File: config.mk
export PLATFORM = sky130hd
export DESIGN_NAME = pldmc_top
export DESIGN_NICKNAME = d
export VERILOG_FILES = /design/src/rtl/pldmc_pkg.sv /design/src/rtl/pldmc_top.sv
export SDC_FILE = /design/constraint.sdc
export NUM_CORES = 1
export LEC_CHECK = 0
export CORE_ASPECT_RATIO = 0.5
export CORE_MARGIN = 3
export CORE_UTILIZATION = 60
export CTS_CLUSTER_DIAMETER = 60
export DETAILED_ROUTE_END_ITERATION = 8
export DONT_BUFFER_PORTS = 1
export GPL_TIMING_DRIVEN = 0
export PLACE_DENSITY = 0.73
export SLEW_MARGIN = 20
export SYNTH_ARGS = -nofsm -noshare
export SYNTH_HDL_FRONTEND = slang
export SYNTH_SLANG_ARGS = --single-unit
export TNS_END_PERCENT = 10
File: constraint.sdc
create_clock -name clock -period 5.94 [get_ports clock]
set_input_delay 1.485 -clock clock [delete_from_list [all_inputs] [get_ports clock]]
set_output_delay 1.485 -clock clock [all_outputs]
set_load 0.02 [all_outputs]
File: src/rtl/pldmc_pkg.sv
package pldmc_pkg;
  // ----------------------------------------
  // array shape
  // ----------------------------------------
  localparam int unsigned NUM_CELLS = 8;
  localparam int unsigned PT_PER_CELL = 8;
  localparam int unsigned PT_BITS = NUM_CELLS * PT_PER_CELL;
  localparam int unsigned SIG_BITS = 64;

  // ----------------------------------------
  // register offsets (byte addresses)
  // ----------------------------------------
  localparam logic [7:0] OFF_CTRL = 8'h00;
  localparam logic [7:0] OFF_CONFIG = 8'h04;
  localparam logic [7:0] OFF_PTMASK_LO = 8'h08;
  localparam logic [7:0] OFF_PTMASK_HI = 8'h0C;
  localparam logic [7:0] OFF_SIG_LO = 8'h10;
  localparam logic [7:0] OFF_SIG_HI = 8'h14;
  localparam logic [7:0] OFF_STATUS = 8'h18;

  // ----------------------------------------
  // field positions
  // ----------------------------------------
  localparam int unsigned CTRL_PROG_BIT = 0;
  localparam int unsigned CTRL_SECURE_BIT = 1;
  localparam int unsigned CTRL_ERASE_BIT = 2;
  localparam int unsigned CTRL_PRELOAD_BIT = 3;
  localparam int unsigned CTRL_STANDBY_BIT = 4;
  localparam int unsigned CFG_REGS_OK_BIT = 0;
  localparam int unsigned CFG_EMUL_BIT = 1;
  localparam int unsigned CFG_MODE_LSB = 8;
  localparam int unsigned CFG_POL_LSB = 16;

  // ----------------------------------------
  // reset / erased values
  // ----------------------------------------
  localparam logic [7:0] CELL_RESET = 8'h00;
  localparam logic [PT_BITS-1:0] PTMASK_ERASED = 64'hFFFF_FFFF_FFFF_FFFF;
  localparam logic [SIG_BITS-1:0] SIG_ERASED = 64'h0000_0000_0000_0000;
  localparam logic [31:0] DATA_ZERO = 32'h0000_0000;

  // ----------------------------------------
  // timing
  // ----------------------------------------
  localparam int unsigned CLK_PERIOD_NS = 5;
  localparam int unsigned STANDBY_NS = 50;
  localparam int unsigned STANDBY_CYCLES = (STANDBY_NS + CLK_PERIOD_NS - 1) / CLK_PERIOD_NS;
  localparam int unsigned IDLE_W = $clog2(STANDBY_CYCLES + 1);
  localparam logic [IDLE_W-1:0] IDLE_LAST = IDLE_W'(STANDBY_CYCLES - 1);

  // ----------------------------------------
  // macrocell configurations
  // ----------------------------------------
  typedef enum logic [5:0] {
    PLDMC_REG  = 6'b00_0001,
    PLDMC_RIO  = 6'b00_0010,
    PLDMC_COUT = 6'b00_0100,
    PLDMC_CIO  = 6'b00_1000,
    PLDMC_IN   = 6'b01_0000,
    PLDMC_OFF  = 6'b10_0000
  } pldmc_mode_t;

  // decode of the two global bits and one local bit
  function automatic pldmc_mode_t pldmc_decode(input logic regs_ok, input logic emul,
      input logic m);
    pldmc_mode_t r;
    r = PLDMC_OFF;
    case ({regs_ok, emul, m})
      3'b010: r = PLDMC_REG;
      3'b011: r = PLDMC_RIO;
      3'b100: r = PLDMC_COUT;
      3'b101: r = PLDMC_IN;
      3'b111: r = PLDMC_CIO;
      default: r = PLDMC_OFF;
    endcase
    return r;
  endfunction : pldmc_decode
endpackage : pldmc_pkg

File: src/rtl/pldmc_top.sv
// The placing of the registers and the APB slave port were chosen for this implementation.
module pldmc_top
  import pldmc_pkg::*;
#(
  parameter bit ZERO_POWER = 1'b1
) (
  input wire logic clock,
  input wire logic rst_n,
  input wire logic psel,
  input wire logic penable,
  input wire logic pwrite,
  input wire logic [7:0] paddr,
  input wire logic [31:0] pwdata,
  output logic [31:0] prdata,
  output logic pready,
  output logic pslverr,
  input wire logic [PT_BITS-1:0] pterm,
  input wire logic clk_pin,
  input wire logic oe_n_pin,
  input wire logic [NUM_CELLS-1:0] io_in,
  output logic [NUM_CELLS-1:0] io_out,
  output logic [NUM_CELLS-1:0] io_oe,
  output logic [NUM_CELLS-1:0] fb,
  output logic standby
);

  // ----------------------------------------
  // state
  // ----------------------------------------
  logic regs_ok_q, regs_ok_d, emul_q, emul_d, prog_q, prog_d, secure_q, secure_d;
  logic [NUM_CELLS-1:0] mode_q, mode_d, pol_q, pol_d;
  logic [PT_BITS-1:0] ptmask_q, ptmask_d;
  logic [SIG_BITS-1:0] sig_q, sig_d;
  logic [NUM_CELLS-1:0] q_q, q_d;
  logic [NUM_CELLS-1:0] io_out_q, io_out_d, io_oe_q, io_oe_d, fb_q, fb_d;
  logic standby_q, standby_d;
  logic [IDLE_W-1:0] idle_q, idle_d;
  logic [PT_BITS-1:0] pt_prev_q;
  logic [NUM_CELLS-1:0] io_prev_q;
  logic oe_prev_q, clk_prev_q;
  logic pready_q, pready_d, pslverr_q, pslverr_d;
  logic [31:0] prdata_q, prdata_d;

  // ----------------------------------------
  // bus phases and strobes
  // ----------------------------------------
  logic setup_acc, acc, wr_ok, erase_go, preload_go, clk_rise, in_changed, awake;
  logic [PT_BITS-1:0] pt_eff;
  logic [NUM_CELLS-1:0] lvl, out_c, oe_c, fb_c, is_reg, is_in, is_cout;

  assign setup_acc = psel & penable & ~pready_q;
  assign acc = psel & penable & pready_q;
  assign wr_ok = acc & pwrite & ~pslverr_q;
  assign erase_go = wr_ok & (paddr == OFF_CTRL) & pwdata[CTRL_ERASE_BIT] & prog_q;
  assign preload_go = wr_ok & (paddr == OFF_CTRL) & pwdata[CTRL_PRELOAD_BIT];
  assign clk_rise = clk_pin & ~clk_prev_q;
  // clock pin deliberately left out of the wake detector
  assign in_changed = (pterm != pt_prev_q) | (io_in != io_prev_q) | (oe_n_pin != oe_prev_q);
  assign awake = ~standby_q | in_changed;
  assign pt_eff = ZERO_POWER ? (pterm & ptmask_q) : pterm;

  // ----------------------------------------
  // macrocell datapath
  // ----------------------------------------
  always_comb begin
    pldmc_mode_t md;
    logic [PT_PER_CELL-1:0] pt;
    logic sum, ded, adj, edge_ded;
    md = PLDMC_OFF;
    pt = '0;
    sum = 1'b0;
    ded = 1'b0;
    adj = 1'b0;
    edge_ded = 1'b0;
    for (int i = 0; i < NUM_CELLS; i++) begin
      md = pldmc_decode(regs_ok_q, emul_q, mode_q[i]);
      pt = pt_eff[i*PT_PER_CELL +: PT_PER_CELL];
      is_reg[i] = (md == PLDMC_REG);
      is_in[i] = (md == PLDMC_IN);
      is_cout[i] = (md == PLDMC_COUT);
      // eight terms for registered and dedicated output, seven otherwise
      sum = (md == PLDMC_REG || md == PLDMC_COUT) ? |pt : |pt[PT_PER_CELL-2:0];
      lvl[i] = pol_q[i] ? sum : ~sum;
      ded = (i == 0) ? oe_n_pin : clk_pin;
      adj = (i < NUM_CELLS / 2) ? io_in[(i + 1) % NUM_CELLS] : io_in[(i + NUM_CELLS - 1) % NUM_CELLS];
      edge_ded = (i == 0 || i == NUM_CELLS - 1) & regs_ok_q;
      case (md)
        PLDMC_REG: begin
          out_c[i] = ~q_q[i];
          oe_c[i] = ~oe_n_pin;
          fb_c[i] = ~q_q[i];
        end
        PLDMC_RIO: begin
          out_c[i] = lvl[i];
          oe_c[i] = pt[PT_PER_CELL-1];
          fb_c[i] = io_in[i];
        end
        PLDMC_COUT: begin
          out_c[i] = lvl[i];
          oe_c[i] = 1'b1;
          fb_c[i] = (i == 3 || i == 4) ? 1'b0 : (edge_ded ? ded : lvl[i]);
        end
        PLDMC_CIO: begin
          out_c[i] = lvl[i];
          oe_c[i] = pt[PT_PER_CELL-1];
          fb_c[i] = edge_ded ? ded : io_in[i];
        end
        PLDMC_IN: begin
          out_c[i] = 1'b0;
          oe_c[i] = 1'b0;
          fb_c[i] = edge_ded ? ded : adj;
        end
        default: begin
          out_c[i] = 1'b0;
          oe_c[i] = 1'b0;
          fb_c[i] = 1'b0;
        end
      endcase
    end
  end

  // ----------------------------------------
  // registers, pins and standby next state
  // ----------------------------------------
  always_comb begin
    q_d = q_q;
    for (int i = 0; i < NUM_CELLS; i++) begin
      if (is_reg[i] && clk_rise && !prog_q) begin
        q_d[i] = ~lvl[i];
      end
    end
    if (preload_go) begin
      q_d = ~io_in;
    end
    io_out_d = io_out_q;
    io_oe_d = io_oe_q;
    fb_d = fb_q;
    if (prog_q) begin
      io_oe_d = '0;
      io_out_d = '0;
      fb_d = '0;
    end else if (awake) begin
      io_out_d = out_c;
      io_oe_d = oe_c;
      fb_d = fb_c;
    end
    // outputs above freeze while asleep
    idle_d = idle_q;
    standby_d = 1'b0;
    if (in_changed || prog_q) begin
      idle_d = '0;
    end else if (idle_q != IDLE_LAST) begin
      idle_d = idle_q + IDLE_W'(1);
    end
    standby_d = ZERO_POWER & ~in_changed & ~prog_q & (standby_q | (idle_q == IDLE_LAST));
  end

  // ----------------------------------------
  // register file next state
  // ----------------------------------------
  always_comb begin
    regs_ok_d = regs_ok_q;
    emul_d = emul_q;
    mode_d = mode_q;
    pol_d = pol_q;
    ptmask_d = ptmask_q;
    sig_d = sig_q;
    prog_d = prog_q;
    secure_d = secure_q;
    pready_d = setup_acc;
    prdata_d = DATA_ZERO;
    pslverr_d = 1'b0;
    // answer is prepared during the first access cycle
    if (setup_acc) begin
      case (paddr)
        OFF_CTRL: begin
          prdata_d[CTRL_PROG_BIT] = prog_q;
          prdata_d[CTRL_SECURE_BIT] = secure_q;
          prdata_d[CTRL_STANDBY_BIT] = standby_q;
        end
        OFF_CONFIG, OFF_PTMASK_LO, OFF_PTMASK_HI: begin
          if (secure_q) begin
            pslverr_d = 1'b1;
          end else if (pwrite) begin
            pslverr_d = ~prog_q;
          end else if (paddr == OFF_CONFIG) begin
            prdata_d[CFG_REGS_OK_BIT] = regs_ok_q;
            prdata_d[CFG_EMUL_BIT] = emul_q;
            prdata_d[CFG_MODE_LSB +: NUM_CELLS] = mode_q;
            prdata_d[CFG_POL_LSB +: NUM_CELLS] = pol_q;
          end else begin
            prdata_d = (paddr == OFF_PTMASK_LO) ? ptmask_q[31:0] : ptmask_q[63:32];
          end
        end
        OFF_SIG_LO, OFF_SIG_HI: begin
          if (pwrite) begin
            pslverr_d = ~prog_q | secure_q;
          end else begin
            prdata_d = (paddr == OFF_SIG_LO) ? sig_q[31:0] : sig_q[63:32];
          end
        end
        OFF_STATUS: prdata_d[NUM_CELLS-1:0] = q_q;
        default: pslverr_d = 1'b1;
      endcase
    end
    if (wr_ok) begin
      case (paddr)
        OFF_CTRL: prog_d = pwdata[CTRL_PROG_BIT];
        OFF_CONFIG: begin
          regs_ok_d = pwdata[CFG_REGS_OK_BIT];
          emul_d = pwdata[CFG_EMUL_BIT];
          mode_d = pwdata[CFG_MODE_LSB +: NUM_CELLS];
          pol_d = pwdata[CFG_POL_LSB +: NUM_CELLS];
        end
        OFF_PTMASK_LO: ptmask_d[31:0] = pwdata;
        OFF_PTMASK_HI: ptmask_d[63:32] = pwdata;
        OFF_SIG_LO: sig_d[31:0] = pwdata;
        OFF_SIG_HI: sig_d[63:32] = pwdata;
        default: ;
      endcase
    end
    if (erase_go) begin
      regs_ok_d = 1'b0;
      emul_d = 1'b0;
      mode_d = CELL_RESET;
      pol_d = CELL_RESET;
      ptmask_d = PTMASK_ERASED;
      sig_d = SIG_ERASED;
      secure_d = 1'b0;
    end
    // a set in the same write as an erase wins
    if (wr_ok && paddr == OFF_CTRL && pwdata[CTRL_SECURE_BIT] && prog_q) begin
      secure_d = 1'b1;
    end
  end

  // ----------------------------------------
  // flip-flops
  // ----------------------------------------
  always_ff @(posedge clock) begin
    if (!rst_n) begin
      regs_ok_q <= 1'b0;
      emul_q <= 1'b0;
      mode_q <= CELL_RESET;
      pol_q <= CELL_RESET;
      ptmask_q <= PTMASK_ERASED;
      sig_q <= SIG_ERASED;
      prog_q <= 1'b0;
      secure_q <= 1'b0;
      q_q <= CELL_RESET;
      io_out_q <= CELL_RESET;
      io_oe_q <= CELL_RESET;
      fb_q <= CELL_RESET;
      standby_q <= 1'b0;
      idle_q <= '0;
      pt_prev_q <= '0;
      io_prev_q <= CELL_RESET;
      oe_prev_q <= 1'b0;
      clk_prev_q <= 1'b0;
      pready_q <= 1'b0;
      pslverr_q <= 1'b0;
      prdata_q <= DATA_ZERO;
    end else begin
      regs_ok_q <= regs_ok_d;
      emul_q <= emul_d;
      mode_q <= mode_d;
      pol_q <= pol_d;
      ptmask_q <= ptmask_d;
      sig_q <= sig_d;
      prog_q <= prog_d;
      secure_q <= secure_d;
      q_q <= q_d;
      io_out_q <= io_out_d;
      io_oe_q <= io_oe_d;
      fb_q <= fb_d;
      standby_q <= standby_d;
      idle_q <= idle_d;
      pt_prev_q <= pterm;
      io_prev_q <= io_in;
      oe_prev_q <= oe_n_pin;
      clk_prev_q <= clk_pin;
      pready_q <= pready_d;
      pslverr_q <= pslverr_d;
      prdata_q <= prdata_d;
    end
  end

  assign prdata = prdata_q;
  assign pready = pready_q;
  assign pslverr = pslverr_q;
  assign io_out = io_out_q;
  assign io_oe = io_oe_q;
  assign fb = fb_q;
  assign standby = standby_q;
endmodule : pldmc_top

==> results.md <==
* Synthesized cell area at about 13000 sq um
* TritonCTS clock tree: yes
* Mean number of vias per cell at ~6.3
* CTS HTree Levels at 1
* Setup crit start kind: input port
* Fin crit period at ~3.7 ns
* Synthesized area per cell at 8.30 sq um
* PortBufs at 0
* Post-synth EDFFs at 0
* Hold crit path type: reg2reg
* Post-cts gate resize count at 0
* Routed wire per std cell at 24.4 um
* Comb power frac at approximately 4.4%
* Syn nets at approximately 1700
* Fillcell total at about 1700
* Clock Latency Late Sink at about 0.56 ns
* Status: completed
* Drt drc at 0
* DRT Wirelength at about 47000 um
* Reg power frac at between 50% and 60%
* Core ar. at about 21000 sq um
* Final hold vios at 0
* Multi-input logic area at around 6600 sq um
* #FFs+latches synth at 293
* Max frequency at between 0.2 and 0.3 GHz
* Antenna diodes at 0
* Clk sinks at between 200 and 300
* DR vias at 12100
* Setup TNS at 0 ns
* Leak Pwr at 5.71 nW
* Total CTS buffers at 25
* HPWL after DPL at roughly 36000 um
* Pint at 2.98 mW
* Cells after synthesis at ~1600
* Setup crit end kind: register
* Post-synth ARST share at 0%
* PD cells at around 270 nW/um^2
* Vias in the first global route at between 10000 and 15000
* Hold buffers post-CTS at 0
* Area Growth Syn to Fin at 9.03%
* CP arrival at 4.15 ns
* Post-DRT Antenna Nets at 0
* Synthesis Warnings at 0
* Maximum VDD drop at between 0.2 and 0.3 mV
* Storage element area at 5870 sq um
* Primary FF master, synth: dfxtp_1
* RSZ-0062 raised after global routing: false
* GRT overflow at 0
* Clock power share at 43.7%
* Share of cells above drive strength 1 at under 10%
* Worst slew pin tran at 0.995 ns
* Detailed-router iteration count before antenna repair at 6
* Row Count at 37
* Antenna violations before repair at 1
* Share of the synthesized area in the top cell type at 44.9%
* DR iter-0 viols at between 2000 and 2500
* P_sw at roughly 0.88 mW
* Ports at ~180
* Part of the cycle the worst path needs at 62.9%
* Critical path peak fanout at 10
* Max-cap violations at 0
* Area contributors post-synth: dfxtp_1 (45%), nand2_1 (12%), mux2i_1 (5.5%)
* Clk buf depth at 3
* Hold_ws at 0.456 ns
* DIE WIDTH at 215 um
* Cell taking the most area after synthesis: dfxtp_1
* Die height at ~110 um
* Final instance area at roughly 14000 sq um
* Total Routing Usage GR at around two fifths
* Nets at 1723
* Worst Skew at 0.0269 ns
* Final setup vio count at 0
* CTS clk-pin slew, worst paths at about 0.070 ns
* Starting density of the core at 62.3%
* Relative slew slack at between 30% and 40%
* Clock root cell: clkbuf_16
* Switching portion of total power at ~23%
* Synth cell types at 62
* Largest net degree at the start of global routing at 17
* Post-place instance area at roughly 13000 sq um
* Postcts setup bufs at 0
* WP data required at between 6 and 7 ns
* Sequential share of the synthesized area at 44.9%
* Die area at around 24000 sq um
* Final Max Slew Viols at 0
* First-pass GRT wire length at 68100 um
* Routability cong. at a little under 1
* CP Class: in2reg
-- per-stage QoR --
stage          instances  setup WS (ns)  total power [mW]  utilization, %
2_1_floorplan       1575           2.76              2.17               -
3_3_place_gp        1867           1.80              2.21            64.1
3_5_place_dp        1867           1.82              2.21            64.1
4_1_cts             1912           2.36              3.85            68.0
5_1_grt             1912           2.05              3.94            68.0
6_report            1912           2.20              3.86            68.0
-- cell usage after synthesis (all sizes together) (3+ instances only) --
library cell / count
a21oi: 98
a222oi: 9
a22o: 5
a22oi: 21
a311o: 18
a31oi: 3
a41oi: 4
and2: 85
and3: 4
buf: 44
clkbuf: 65
dfxtp: 293
inv: 13
mux2: 6
mux2i: 72
nand2: 411
nand2b: 9
nand3: 83
nand3b: 3
nand4: 11
nor2: 49
nor2b: 7
nor3: 23
nor4: 16
o211a: 8
o211ai: 3
o21a: 8
o21ai: 61
o22ai: 25
o31ai: 10
or3: 4
or3b: 3
xnor2: 15
xor2: 64
-- final timing paths --
check	from	end	slack [ns]	cells past startpoint
setup / recovery	rst_n	prdata[13]	2.20	8
setup reg to reg	pready	prdata[13]	3.00	7
hold / removal	sig_q[15]	sig_q[15]	0.46	2
hold reg to reg	sig_q[15]	sig_q[15]	0.46	2
-- cells by family (layout without fill, tap and decap cells) --
family                   count (synthesis)  after routing  share of synthesized area [%]
adder cells (fa/ha/maj)                  2              2                          0.191
AO/OA/AOI/OAI                          285            285                           14.0
AND/OR/NAND/NOR                        716            716                           25.0
XOR/XNOR                                79             79                           5.29
multiplexers                            78             78                           6.03
flip-flops                             293            293                           44.9
buffers and inverters                  122            167                           4.66
-- state kept, by name (all words and copies together), names as in the netlist, 4 cells and up --
signal / cells
pt_prev_q: 64
io_prev_q: 8
idle_q: 4
io_oe: 8
pol_q: 8
mode_q: 8
prdata: 32
sig_q: 64
q_q: 8
io_out: 8
fb: 8
ptmask_q: 64
-- power groups by stage --
stage / combinational, mW / clock, mW / sequential, mW
floorplan: 0.120 / 0 / 2.05
global placement: 0.162 / 0 / 2.05
detailed placement: 0.165 / 0 / 2.05
CTS: 0.166 / 1.68 / 2.00
global route: 0.182 / 1.75 / 2.00
finish: 0.169 / 1.68 / 2.00
-- critical path, cell delays in order --
cell	delay, ns
clkbuf_2	0.29
nand4b_1	0.38
nor2_1	0.24
clkbuf_1	0.40
o211ai_1	0.42
clkbuf_1	0.35
a311o_1	0.38
o21ai_0	0.19
-- placed cells by master, fill, tap and decap left out, types with 8 or more instances in the layout --
cell type    n
nand2_1    410
dfxtp_1    293
a21oi_1     98
and2_1      85
nand3_1     83
mux2i_1     72
clkbuf_1    70
xor2_1      64
o21ai_0     61
nor2_1      48
o22ai_1     25
clkbuf_16   25
nor3_1      22
buf_2       21
a22oi_1     21
a311o_1     18
buf_6       16
xnor2_1     15
nor4_1      15
inv_1       13
nand4_1     11
o31ai_1     10
nand2b_1     9
a222oi_1     9
o211a_1      8
o21a_1       8
-- layout make-up --
type                    count  area share [%]
plain buffers             109            3.93
clock buffers              35            4.93
clock inverters            10           0.781
inverters                  13           0.342
multi-input cells        1160            46.3
flip-flops and latches    293            41.2
well taps                 292            2.56
-- metal layers --
metal / part of all wire [%] / track usage [%] / vias up
met5: 0.015 / 0 / -
met4: 2.2 / 8.68 / 2
met3: 15 / 13.5 / 74
met2: 39 / 53.7 / 786
met1: 43 / 56.5 / 5824
li1: - / - / 5438
(Power assumes the default switching activity.)
